===== src/hw/sysctl_pkg.sv =====
package sysctl_pkg;

  // ==========================================================
  // Bus widths
  localparam int ADDR_W = 16;
  localparam int DATA_W = 16;

  // ==========================================================
  // Register addresses (word addresses on the plain port)
  localparam logic [15:0] SYS_CTRL_ADDR = 16'h7018;
  localparam logic [15:0] DEV_ID_ADDR = 16'h701C;
  localparam logic [15:0] EXT_ONE_ADDR = 16'h7070;
  localparam logic [15:0] EXT_TWO_ADDR = 16'h7071;
  localparam logic [15:0] EVT_STATUS_ADDR = 16'h7020;
  localparam logic [15:0] EVT_ENABLE_ADDR = 16'h7021;
  localparam logic [15:0] EVT_CLEAR_ADDR = 16'h7022;

  // ==========================================================
  // System control fields
  localparam int ILLEGAL_BIT = 0;
  localparam int LPS_LO_BIT = 12;
  localparam int LPS_HI_BIT = 13;
  localparam int CLK_SRC_BIT = 14;
  localparam logic CLK_SRC_RST = 1'h0;
  localparam logic [1:0] LPS_RST = 2'h0;
  localparam logic [1:0] LPS_LIGHT = 2'h0;
  localparam logic [1:0] LPS_DEEP = 2'h1;

  // ==========================================================
  // Identification fields, values arbitrary
  localparam logic [11:0] DEVICE_ID = 12'h5A5;
  localparam logic [3:0] REVISION = 4'h1;

  // ==========================================================
  // External interrupt control fields
  localparam int EXT_EN_BIT = 0;
  localparam int EXT_PRIO_BIT = 1;
  localparam int EXT_POL_BIT = 2;
  localparam int EXT_FLAG_BIT = 15;
  localparam logic [1:0] EXT_CTRL_RST = 2'h0;

  // ==========================================================
  // Event status bits
  localparam int EVT_W = 4;
  localparam int EVT_ILLEGAL = 0;
  localparam int EVT_EXT_ONE = 1;
  localparam int EVT_EXT_TWO = 2;
  localparam int EVT_WATCHDOG = 3;
  localparam logic [3:0] EVT_RST = 4'h0;

  // ==========================================================
  // Low-power state, Gray along run-light-deep-halt
  typedef enum logic [1:0] {
    LP_RUN = 2'h0,
    LP_LIGHT = 2'h1,
    LP_DEEP = 2'h3,
    LP_HALT = 2'h2
  } lp_state_t;

endpackage


===== src/hw/system_control_ext_irq.sv =====
`timescale 1ns/1ps
module system_control_ext_irq (
  input wire logic clk,
  input wire logic rst,
  input wire logic [sysctl_pkg::ADDR_W-1:0] addr,
  input wire logic [sysctl_pkg::DATA_W-1:0] wr_data,
  input wire logic wr_strobe,
  input wire logic rd_strobe,
  output logic [sysctl_pkg::DATA_W-1:0] rd_data,
  input wire logic periph_illegal_access,
  input wire logic reset_pin_in,
  output logic reset_pin_out,
  output logic reset_pin_oe,
  input wire logic watchdog_timeout,
  output logic cpu_reset,
  output logic nmi_req,
  input wire logic cpu_clock_in,
  input wire logic watchdog_tick_clock,
  output logic cpu_clock_output,
  output logic clock_pin_source_select,
  output logic [1:0] low_power_select,
  input wire logic idle_exec,
  input wire logic periph_wake,
  output sysctl_pkg::lp_state_t low_power_state,
  input wire logic ext_irq_pin_one,
  input wire logic ext_irq_pin_two,
  input wire logic [1:0] ext_irq_ack,
  output logic [1:0] ext_irq_req,
  output logic [1:0] ext_irq_low_prio,
  output logic ext_wake,
  output logic irq
);
  import sysctl_pkg::*;

  // ==========================================================
  // Storage
  logic illegal_access_flag_reg;
  logic clk_src_reg;
  logic [1:0] lps_reg;
  logic [1:0] ext_pol_reg;
  logic [1:0] ext_prio_reg;
  logic [1:0] ext_en_reg;
  logic [1:0] ext_flag_reg;
  logic [1:0] sync1_reg;
  logic [1:0] sync2_reg;
  logic [1:0] prev_reg;
  logic [EVT_W-1:0] evt_status_reg;
  logic [EVT_W-1:0] evt_enable_reg;
  logic [DATA_W-1:0] rd_data_reg;
  logic cpu_reset_reg;
  logic reset_pin_oe_reg;
  logic nmi_reg;
  logic clk_pin_reg;
  logic [1:0] ext_req_reg;
  logic ext_wake_reg;
  logic irq_reg;
  lp_state_t lp_state_reg;
  lp_state_t lp_state_next;

  logic [1:0] edge_det;
  logic illegal_hit;
  logic [EVT_W-1:0] evt_set;
  logic [1:0] flag_wr_clear;

  // ==========================================================
  // Helpers
  // Address is one of ours
  function automatic logic is_mapped(input logic [ADDR_W-1:0] a);
    is_mapped = (a == SYS_CTRL_ADDR) || (a == DEV_ID_ADDR) ||
                (a == EXT_ONE_ADDR) || (a == EXT_TWO_ADDR) ||
                (a == EVT_STATUS_ADDR) || (a == EVT_ENABLE_ADDR) ||
                (a == EVT_CLEAR_ADDR);
  endfunction

  // Edge of the chosen polarity on a synchronised pin
  function automatic logic edge_of(input logic cur, input logic old, input logic rising);
    edge_of = rising ? (cur & ~old) : (~cur & old);
  endfunction

  // Compose an interrupt control word; reserved bits stay zero
  function automatic logic [DATA_W-1:0] ext_word(input logic f, input logic p,
                                                 input logic pr, input logic e);
    ext_word = '0;
    ext_word[EXT_FLAG_BIT] = f;
    ext_word[EXT_POL_BIT] = p;
    ext_word[EXT_PRIO_BIT] = pr;
    ext_word[EXT_EN_BIT] = e;
  endfunction

  // ==========================================================
  // Decode
  // Unmapped access, or one flagged by another peripheral decoder
  assign illegal_hit = ((wr_strobe || rd_strobe) && !is_mapped(addr)) ||
                       periph_illegal_access;
  assign flag_wr_clear[0] = wr_strobe && (addr == EXT_ONE_ADDR) && wr_data[EXT_FLAG_BIT];
  assign flag_wr_clear[1] = wr_strobe && (addr == EXT_TWO_ADDR) && wr_data[EXT_FLAG_BIT];

  // ==========================================================
  // Reset merge and reset pin
  // Reset pin input also sees our own low drive, so the core stays held
  always_ff @(posedge clk or posedge rst) begin
    if (rst) begin
      cpu_reset_reg <= 1'b1;
      reset_pin_oe_reg <= 1'b0;
    end else begin
      cpu_reset_reg <= reset_pin_in | watchdog_timeout;
      reset_pin_oe_reg <= watchdog_timeout;
    end
  end

  // ==========================================================
  // Illegal-access flag
  // No reset on purpose: the flag survives a device reset
  always_ff @(posedge clk) begin
    if (illegal_hit) begin
      illegal_access_flag_reg <= 1'b1;
    end else if (wr_strobe && (addr == SYS_CTRL_ADDR) && wr_data[ILLEGAL_BIT]) begin
      illegal_access_flag_reg <= 1'b0;
    end
  end

  // One-cycle NMI per illegal access
  always_ff @(posedge clk or posedge rst) begin
    if (rst) begin
      nmi_reg <= 1'b0;
    end else begin
      nmi_reg <= illegal_hit;
    end
  end

  // ==========================================================
  // System control fields
  // Reserved bits are not stored, so they read back as zero
  always_ff @(posedge clk or posedge rst) begin
    if (rst) begin
      clk_src_reg <= CLK_SRC_RST;
      lps_reg <= LPS_RST;
    end else if (wr_strobe && (addr == SYS_CTRL_ADDR)) begin
      clk_src_reg <= wr_data[CLK_SRC_BIT];
      lps_reg <= wr_data[LPS_HI_BIT:LPS_LO_BIT];
    end
  end

  // Clock pin: both sources sampled, so the pin runs at most half of clk
  always_ff @(posedge clk or posedge rst) begin
    if (rst) begin
      clk_pin_reg <= 1'b0;
    end else begin
      clk_pin_reg <= clk_src_reg ? watchdog_tick_clock : cpu_clock_in;
    end
  end

  // ==========================================================
  // External interrupt pins
  // Two-stage synchroniser, then an edge detector on the second stage
  always_ff @(posedge clk or posedge rst) begin
    if (rst) begin
      sync1_reg <= 2'h0;
      sync2_reg <= 2'h0;
      prev_reg <= 2'h0;
    end else begin
      sync1_reg <= {ext_irq_pin_two, ext_irq_pin_one};
      sync2_reg <= sync1_reg;
      prev_reg <= sync2_reg;
    end
  end

  assign edge_det[0] = edge_of(sync2_reg[0], prev_reg[0], ext_pol_reg[0]);
  assign edge_det[1] = edge_of(sync2_reg[1], prev_reg[1], ext_pol_reg[1]);

  // Control bits; bits 14-3 are never stored
  always_ff @(posedge clk or posedge rst) begin
    if (rst) begin
      ext_pol_reg <= EXT_CTRL_RST;
      ext_prio_reg <= EXT_CTRL_RST;
      ext_en_reg <= EXT_CTRL_RST;
    end else if (wr_strobe) begin
      for (int i = 0; i < 2; i++) begin
        if (addr == (i == 0 ? EXT_ONE_ADDR : EXT_TWO_ADDR)) begin
          ext_pol_reg[i] <= wr_data[EXT_POL_BIT];
          ext_prio_reg[i] <= wr_data[EXT_PRIO_BIT];
          ext_en_reg[i] <= wr_data[EXT_EN_BIT];
        end
      end
    end
  end

  // Flags: a fresh edge beats acknowledge and clearing write
  always_ff @(posedge clk or posedge rst) begin
    if (rst) begin
      ext_flag_reg <= 2'h0;
    end else begin
      for (int i = 0; i < 2; i++) begin
        if (edge_det[i]) begin
          ext_flag_reg[i] <= 1'b1;
        end else if (ext_irq_ack[i] || flag_wr_clear[i]) begin
          ext_flag_reg[i] <= 1'b0;
        end
      end
    end
  end

  // Requests toward the expansion controller
  always_ff @(posedge clk or posedge rst) begin
    if (rst) begin
      ext_req_reg <= 2'h0;
    end else begin
      ext_req_reg <= ext_flag_reg & ext_en_reg;
    end
  end

  // ==========================================================
  // Low-power state
  // Halt leaves only through reset, since its clocks are gone
  always_comb begin
    lp_state_next = lp_state_reg;
    unique case (lp_state_reg)
      LP_RUN: begin
        if (idle_exec) begin
          if (lps_reg[1]) begin
            lp_state_next = LP_HALT;
          end else if (lps_reg == LPS_DEEP) begin
            lp_state_next = LP_DEEP;
          end else begin
            lp_state_next = LP_LIGHT;
          end
        end
      end
      LP_LIGHT: begin
        if ((|edge_det) || periph_wake) begin
          lp_state_next = LP_RUN;
        end
      end
      LP_DEEP: begin
        if (|edge_det) begin
          lp_state_next = LP_RUN;
        end
      end
      LP_HALT: begin
        lp_state_next = LP_HALT;
      end
    endcase
    if (cpu_reset_reg) begin
      lp_state_next = LP_RUN;
    end
  end

  always_ff @(posedge clk or posedge rst) begin
    if (rst) begin
      lp_state_reg <= LP_RUN;
      ext_wake_reg <= 1'b0;
    end else begin
      lp_state_reg <= lp_state_next;
      ext_wake_reg <= (|edge_det) && ((lp_state_reg == LP_LIGHT) ||
                                      (lp_state_reg == LP_DEEP));
    end
  end

  // ==========================================================
  // Event status, enable and interrupt line
  assign evt_set = {watchdog_timeout & ~reset_pin_oe_reg, edge_det[1], edge_det[0],
                    illegal_hit};

  // Set wins over a clear in the same cycle
  always_ff @(posedge clk or posedge rst) begin
    if (rst) begin
      evt_status_reg <= EVT_RST;
      evt_enable_reg <= EVT_RST;
    end else begin
      if (wr_strobe && (addr == EVT_CLEAR_ADDR)) begin
        evt_status_reg <= (evt_status_reg & ~wr_data[EVT_W-1:0]) | evt_set;
      end else begin
        evt_status_reg <= evt_status_reg | evt_set;
      end
      if (wr_strobe && (addr == EVT_ENABLE_ADDR)) begin
        evt_enable_reg <= wr_data[EVT_W-1:0];
      end
    end
  end

  // Level line, one cycle behind the status bits
  always_ff @(posedge clk or posedge rst) begin
    if (rst) begin
      irq_reg <= 1'b0;
    end else begin
      irq_reg <= |(evt_status_reg & evt_enable_reg);
    end
  end

  // ==========================================================
  // Read path, data valid only the cycle after the strobe
  always_ff @(posedge clk or posedge rst) begin
    if (rst) begin
      rd_data_reg <= '0;
    end else begin
      rd_data_reg <= '0;
      if (rd_strobe) begin
        unique case (addr)
          SYS_CTRL_ADDR: begin
            rd_data_reg[CLK_SRC_BIT] <= clk_src_reg;
            rd_data_reg[LPS_HI_BIT:LPS_LO_BIT] <= lps_reg;
            rd_data_reg[ILLEGAL_BIT] <= illegal_access_flag_reg;
          end
          DEV_ID_ADDR: rd_data_reg <= {DEVICE_ID, REVISION};
          EXT_ONE_ADDR: rd_data_reg <= ext_word(ext_flag_reg[0], ext_pol_reg[0],
                                                ext_prio_reg[0], ext_en_reg[0]);
          EXT_TWO_ADDR: rd_data_reg <= ext_word(ext_flag_reg[1], ext_pol_reg[1],
                                                ext_prio_reg[1], ext_en_reg[1]);
          EVT_STATUS_ADDR: rd_data_reg[EVT_W-1:0] <= evt_status_reg;
          EVT_ENABLE_ADDR: rd_data_reg[EVT_W-1:0] <= evt_enable_reg;
          default: rd_data_reg <= '0;
        endcase
      end
    end
  end

  // ==========================================================
  // Outputs
  assign rd_data = rd_data_reg;
  assign reset_pin_out = 1'b0;
  assign reset_pin_oe = reset_pin_oe_reg;
  assign cpu_reset = cpu_reset_reg;
  assign nmi_req = nmi_reg;
  assign cpu_clock_output = clk_pin_reg;
  assign clock_pin_source_select = clk_src_reg;
  assign low_power_select = lps_reg;
  assign low_power_state = lp_state_reg;
  assign ext_irq_req = ext_req_reg;
  assign ext_irq_low_prio = ext_prio_reg;
  assign ext_wake = ext_wake_reg;
  assign irq = irq_reg;
endmodule


===== config.mk =====
export PLATFORM = sky130hd
export DESIGN_NAME = system_control_ext_irq
export DESIGN_NICKNAME = d
export VERILOG_FILES = /design/src/hw/sysctl_pkg.sv /design/src/hw/system_control_ext_irq.sv
export SDC_FILE = /design/constraint.sdc
export NUM_CORES = 1
export LEC_CHECK = 0
export ABC_CLOCK_PERIOD_IN_PS = 3300
export BUFFER_PORTS_ARGS = -buffer_cell sky130_fd_sc_hd__buf_4
export CORE_MARGIN = 2
export CORE_UTILIZATION = 45
export DETAILED_ROUTE_END_ITERATION = 7
export GPL_ROUTABILITY_DRIVEN = 0
export PLACE_DENSITY_LB_ADDON = 0.12
export SYNTH_ARGS = -nofsm -noshare
export SYNTH_HDL_FRONTEND = slang
export SYNTH_SLANG_ARGS = --single-unit

===== constraint.sdc =====
create_clock -name clk -period 3.3 [get_ports clk]
set_input_delay 0.66 -clock clk [delete_from_list [all_inputs] [get_ports clk]]
set_output_delay 0.66 -clock clk [all_outputs]
set_load 0.005 [all_outputs]

==> flow_metrics.py <==
metrics = {
    "status": {
        "outcome": "finished, final reports clean",
    },
    "global_routing": {
        "grt_use_met1": 0.221,
        "grt_max_degree": 25,
        "grt_usage": 0.175,
        "busiest_layer": "met2",
        "grtUsageMet3": 0.0534,
        "antenna_found_initial": 0,
        "first_global_vias": 1523,
        "grt_remaining_overflow": 0,
        "grtUsageMet2": 0.290,
        "grt_pass1_wl_mm": 6.82,
    },
    "synth": {
        "synth_edf_count": 0,
        "ys_seq_area_frac": 0.564,
        "synth.most_common_cell": "dfrtp_1",
        "synth-seq-cells": 45,
        "ys_types": 39,
        "yosys.area.top_type": "dfrtp_1",
        "yosys_most_used_dff": "dfrtp_1",
        "synthTopCellsByArea": "dfrtp_1, mux2_2, o21ai_0",
        "synth_top_area_share": 0.541,
        "synthCells": 179,
        "synth_warnings": 0,
        "synthTopCellsByCount": "dfrtp_1, nand2_1, o21ai_0",
        "syn_area_per_cell_sq_um": 11.1,
        "async_flop_share": 0.978,
        "synth_area_sq_mm": 0.00199,
    },
    "sta": {
        "finalWorstSetupSlack_ns": 1.03,
        "tns_ns": 0,
        "fmax_mhz": 440,
        "worst_pin_slew_ns": 0.730,
        "hold_viol_final": 0,
        "fin_crit_ns": 2.27,
        "drv_slew": 0,
        "relSlewSlack": 0.507,
        "period_share": 0.689,
        "skew_ns": 0.00453,
        "setup_violations": 0,
        "rsz0062_at_grt": "no",
    },
    "clock_network": {
        "cts_buffers": 5,
        "clk_pin_slew_ns": 0.08,
        "tritoncts": "yes",
        "clkSinkCount": 45,
        "cts_setup_buffers": 0,
        "ctsResizeCount": 0,
        "cts-root-buf": "clkbuf_8",
        "clock_path_buffers": 2,
        "hold_buffers": 0,
        "clk_latency_ns": 0.29,
        "htreeDepth": 2,
    },
    "placement": {
        "dpl.cell_count": 291,
        "dp_hpwl_mm": 3.19,
        "place_area_sq_mm": 0.00248,
        "io_buffers": 65,
        "dp_slack_ns": 0.713,
    },
    "hold_path": {
        "hold_path.class": "reg2reg",
        "hold_depth": 0,
    },
    "power_and_ir_drop": {
        "irDropWorstVdd_v": 0.000274,
        "p_leak_nw": 1.23,
        "powerDensity_mw_per_mm2": 385,
        "p_total_uw": 987,
    },
    "critical_path": {
        "end_kind": "register",
        "crit_required_ns": 3.48,
        "regToRegSetupSlack_ns": 1.96,
        "ff2ff_path_depth": 5,
        "path_max_fanout": 5,
        "worstReg2RegStart": "sync2_reg[0]$_DFF_PP0_",
        "r2r_end": "low_power_state[1]$_DFFE_PP0P_",
        "crit_start": "addr[9]",
        "startpoint_type": "input pin",
        "crit_arrival_ns": 2.46,
        "endpoint": "low_power_select[0]$_DFFE_PP0P_",
        "path_class": "in2reg",
    },
    "drt": {
        "wl_per_cell_microns": 13.8,
        "dr.pass1.iters": 4,
        "vias": 1544,
        "postRouteAntennaNets": 0,
        "routed_via_density": 5.16,
        "remaining_drc_errors": 0,
        "drt_iter0_drc": 123,
        "drt-total-wl_mm": 4.11,
    },
    "cells_and_area": {
        "area_delta_synth_final_pct": 29.0,
        "multiInputGateArea_sq_um": 763,
        "fin_nets": 293,
        "largest_reg_flops": 9,
        "stdcell_count": 299,
        "drive_gt1_frac": 0.381,
        "seq_area_sq_mm": 0.00112,
        "diodes": 0,
        "postLayoutCellArea_sq_mm": 0.00257,
        "nFillCells": 380,
    },
    "floorplan": {
        "start_util": 0.464,
        "core_area_sq_mm": 0.00429,
        "die_h_microns": 70.5,
        "die_w_microns": 70.5,
        "dieArea_sq_mm": 0.00497,
        "ios": 79,
        "rows": 24,
    },
    "run": {
        "drv_cap": 0,
    },
}
critical path, stage by stage:
cell and delay [ns]:
buf_4 0.10, or4_1 0.59, or2_2 0.38, nor4_4 0.35, mux2_2 0.38
cells by family after synthesis:
kind of cell / count (synthesis) / share of synthesized area
AOI/OAI and AO/OA: 31 / 0.0937
other: 1 / 0.00188
xor gates and xnor gates: 1 / 0.00440
muxes: 13 / 0.0729
DFF: 45 / 0.564
and+or+nand+nor: 68 / 0.203
buffers and inverters: 20 / 0.0603
report_power, final:
group | internal (mW) | switching [mW]
sequential | 0.560 | 0.00485
clock | 0.150 | 0.184
combinational | 0.0467 | 0.0416
worst min path at each step:
stage / slack [ns] / from / end
4_1_cts: 0.36 / sync1_reg[1]$_DFF_PP0_ / sync2_reg[1]$_DFF_PP0_
2_1_floorplan: 0.33 / sync1_reg[0]$_DFF_PP0_ / sync2_reg[0]$_DFF_PP0_
3_3_place_gp: 0.33 / sync1_reg[1]$_DFF_PP0_ / sync2_reg[1]$_DFF_PP0_
3_5_place_dp: 0.34 / sync1_reg[1]$_DFF_PP0_ / sync2_reg[1]$_DFF_PP0_
6_report: 0.35 / sync1_reg[1]$_DFF_PP0_ / sync2_reg[1]$_DFF_PP0_
5_1_grt: 0.37 / sync1_reg[0]$_DFF_PP0_ / sync2_reg[0]$_DFF_PP0_
placed cells by master (no fill, tap or decap), types with 2 or more instances in the layout:
cell / Yosys / routed
and2_1: 3 / 3
and3_1: 3 / 3
conb_1: 1 / 5
clkbuf_8: 0 / 5
inv_1: 10 / 9
nand4b_1: 2 / 2
nand4_1: 2 / 2
clkbuf_1: 0 / 2
nor4b_1: 3 / 3
nor4_1: 3 / 3
nor2b_1: 5 / 5
mux2_2: 12 / 12
a21oi_1: 4 / 4
a22oi_1: 4 / 4
nor3b_1: 3 / 3
nor2_1: 11 / 11
nor3_1: 3 / 3
buf_4: 8 / 66
nand2_1: 19 / 19
dfrtp_1: 43 / 43
or2_2: 2 / 2
or3_4: 2 / 2
o21ai_0: 17 / 17
final cells by class:
class,count,share of cell area
clock inverter,1,0.00292
timing repair buffer,66,0.193
multi-input combinational,118,0.297
clock buffer,7,0.0297
sequential,45,0.437
tap,52,0.0253
inverter,10,0.0146
through the flow:
step	hold slack [ns]	utilization
global placement	0.333	0.578
CTS	0.355	0.598
detailed placement	0.336	0.578
finish	0.351	0.598
floorplan	0.331	-
global route	0.372	0.598
per-layer routing:
metal  share of wire  vias to the layer above
met5               0                        -
met4          0.0080                        0
met3           0.079                        4
met2            0.49                       60
met1            0.42                      730
li1                -                      750
Note: power is estimated with default switching activity, not from simulation.
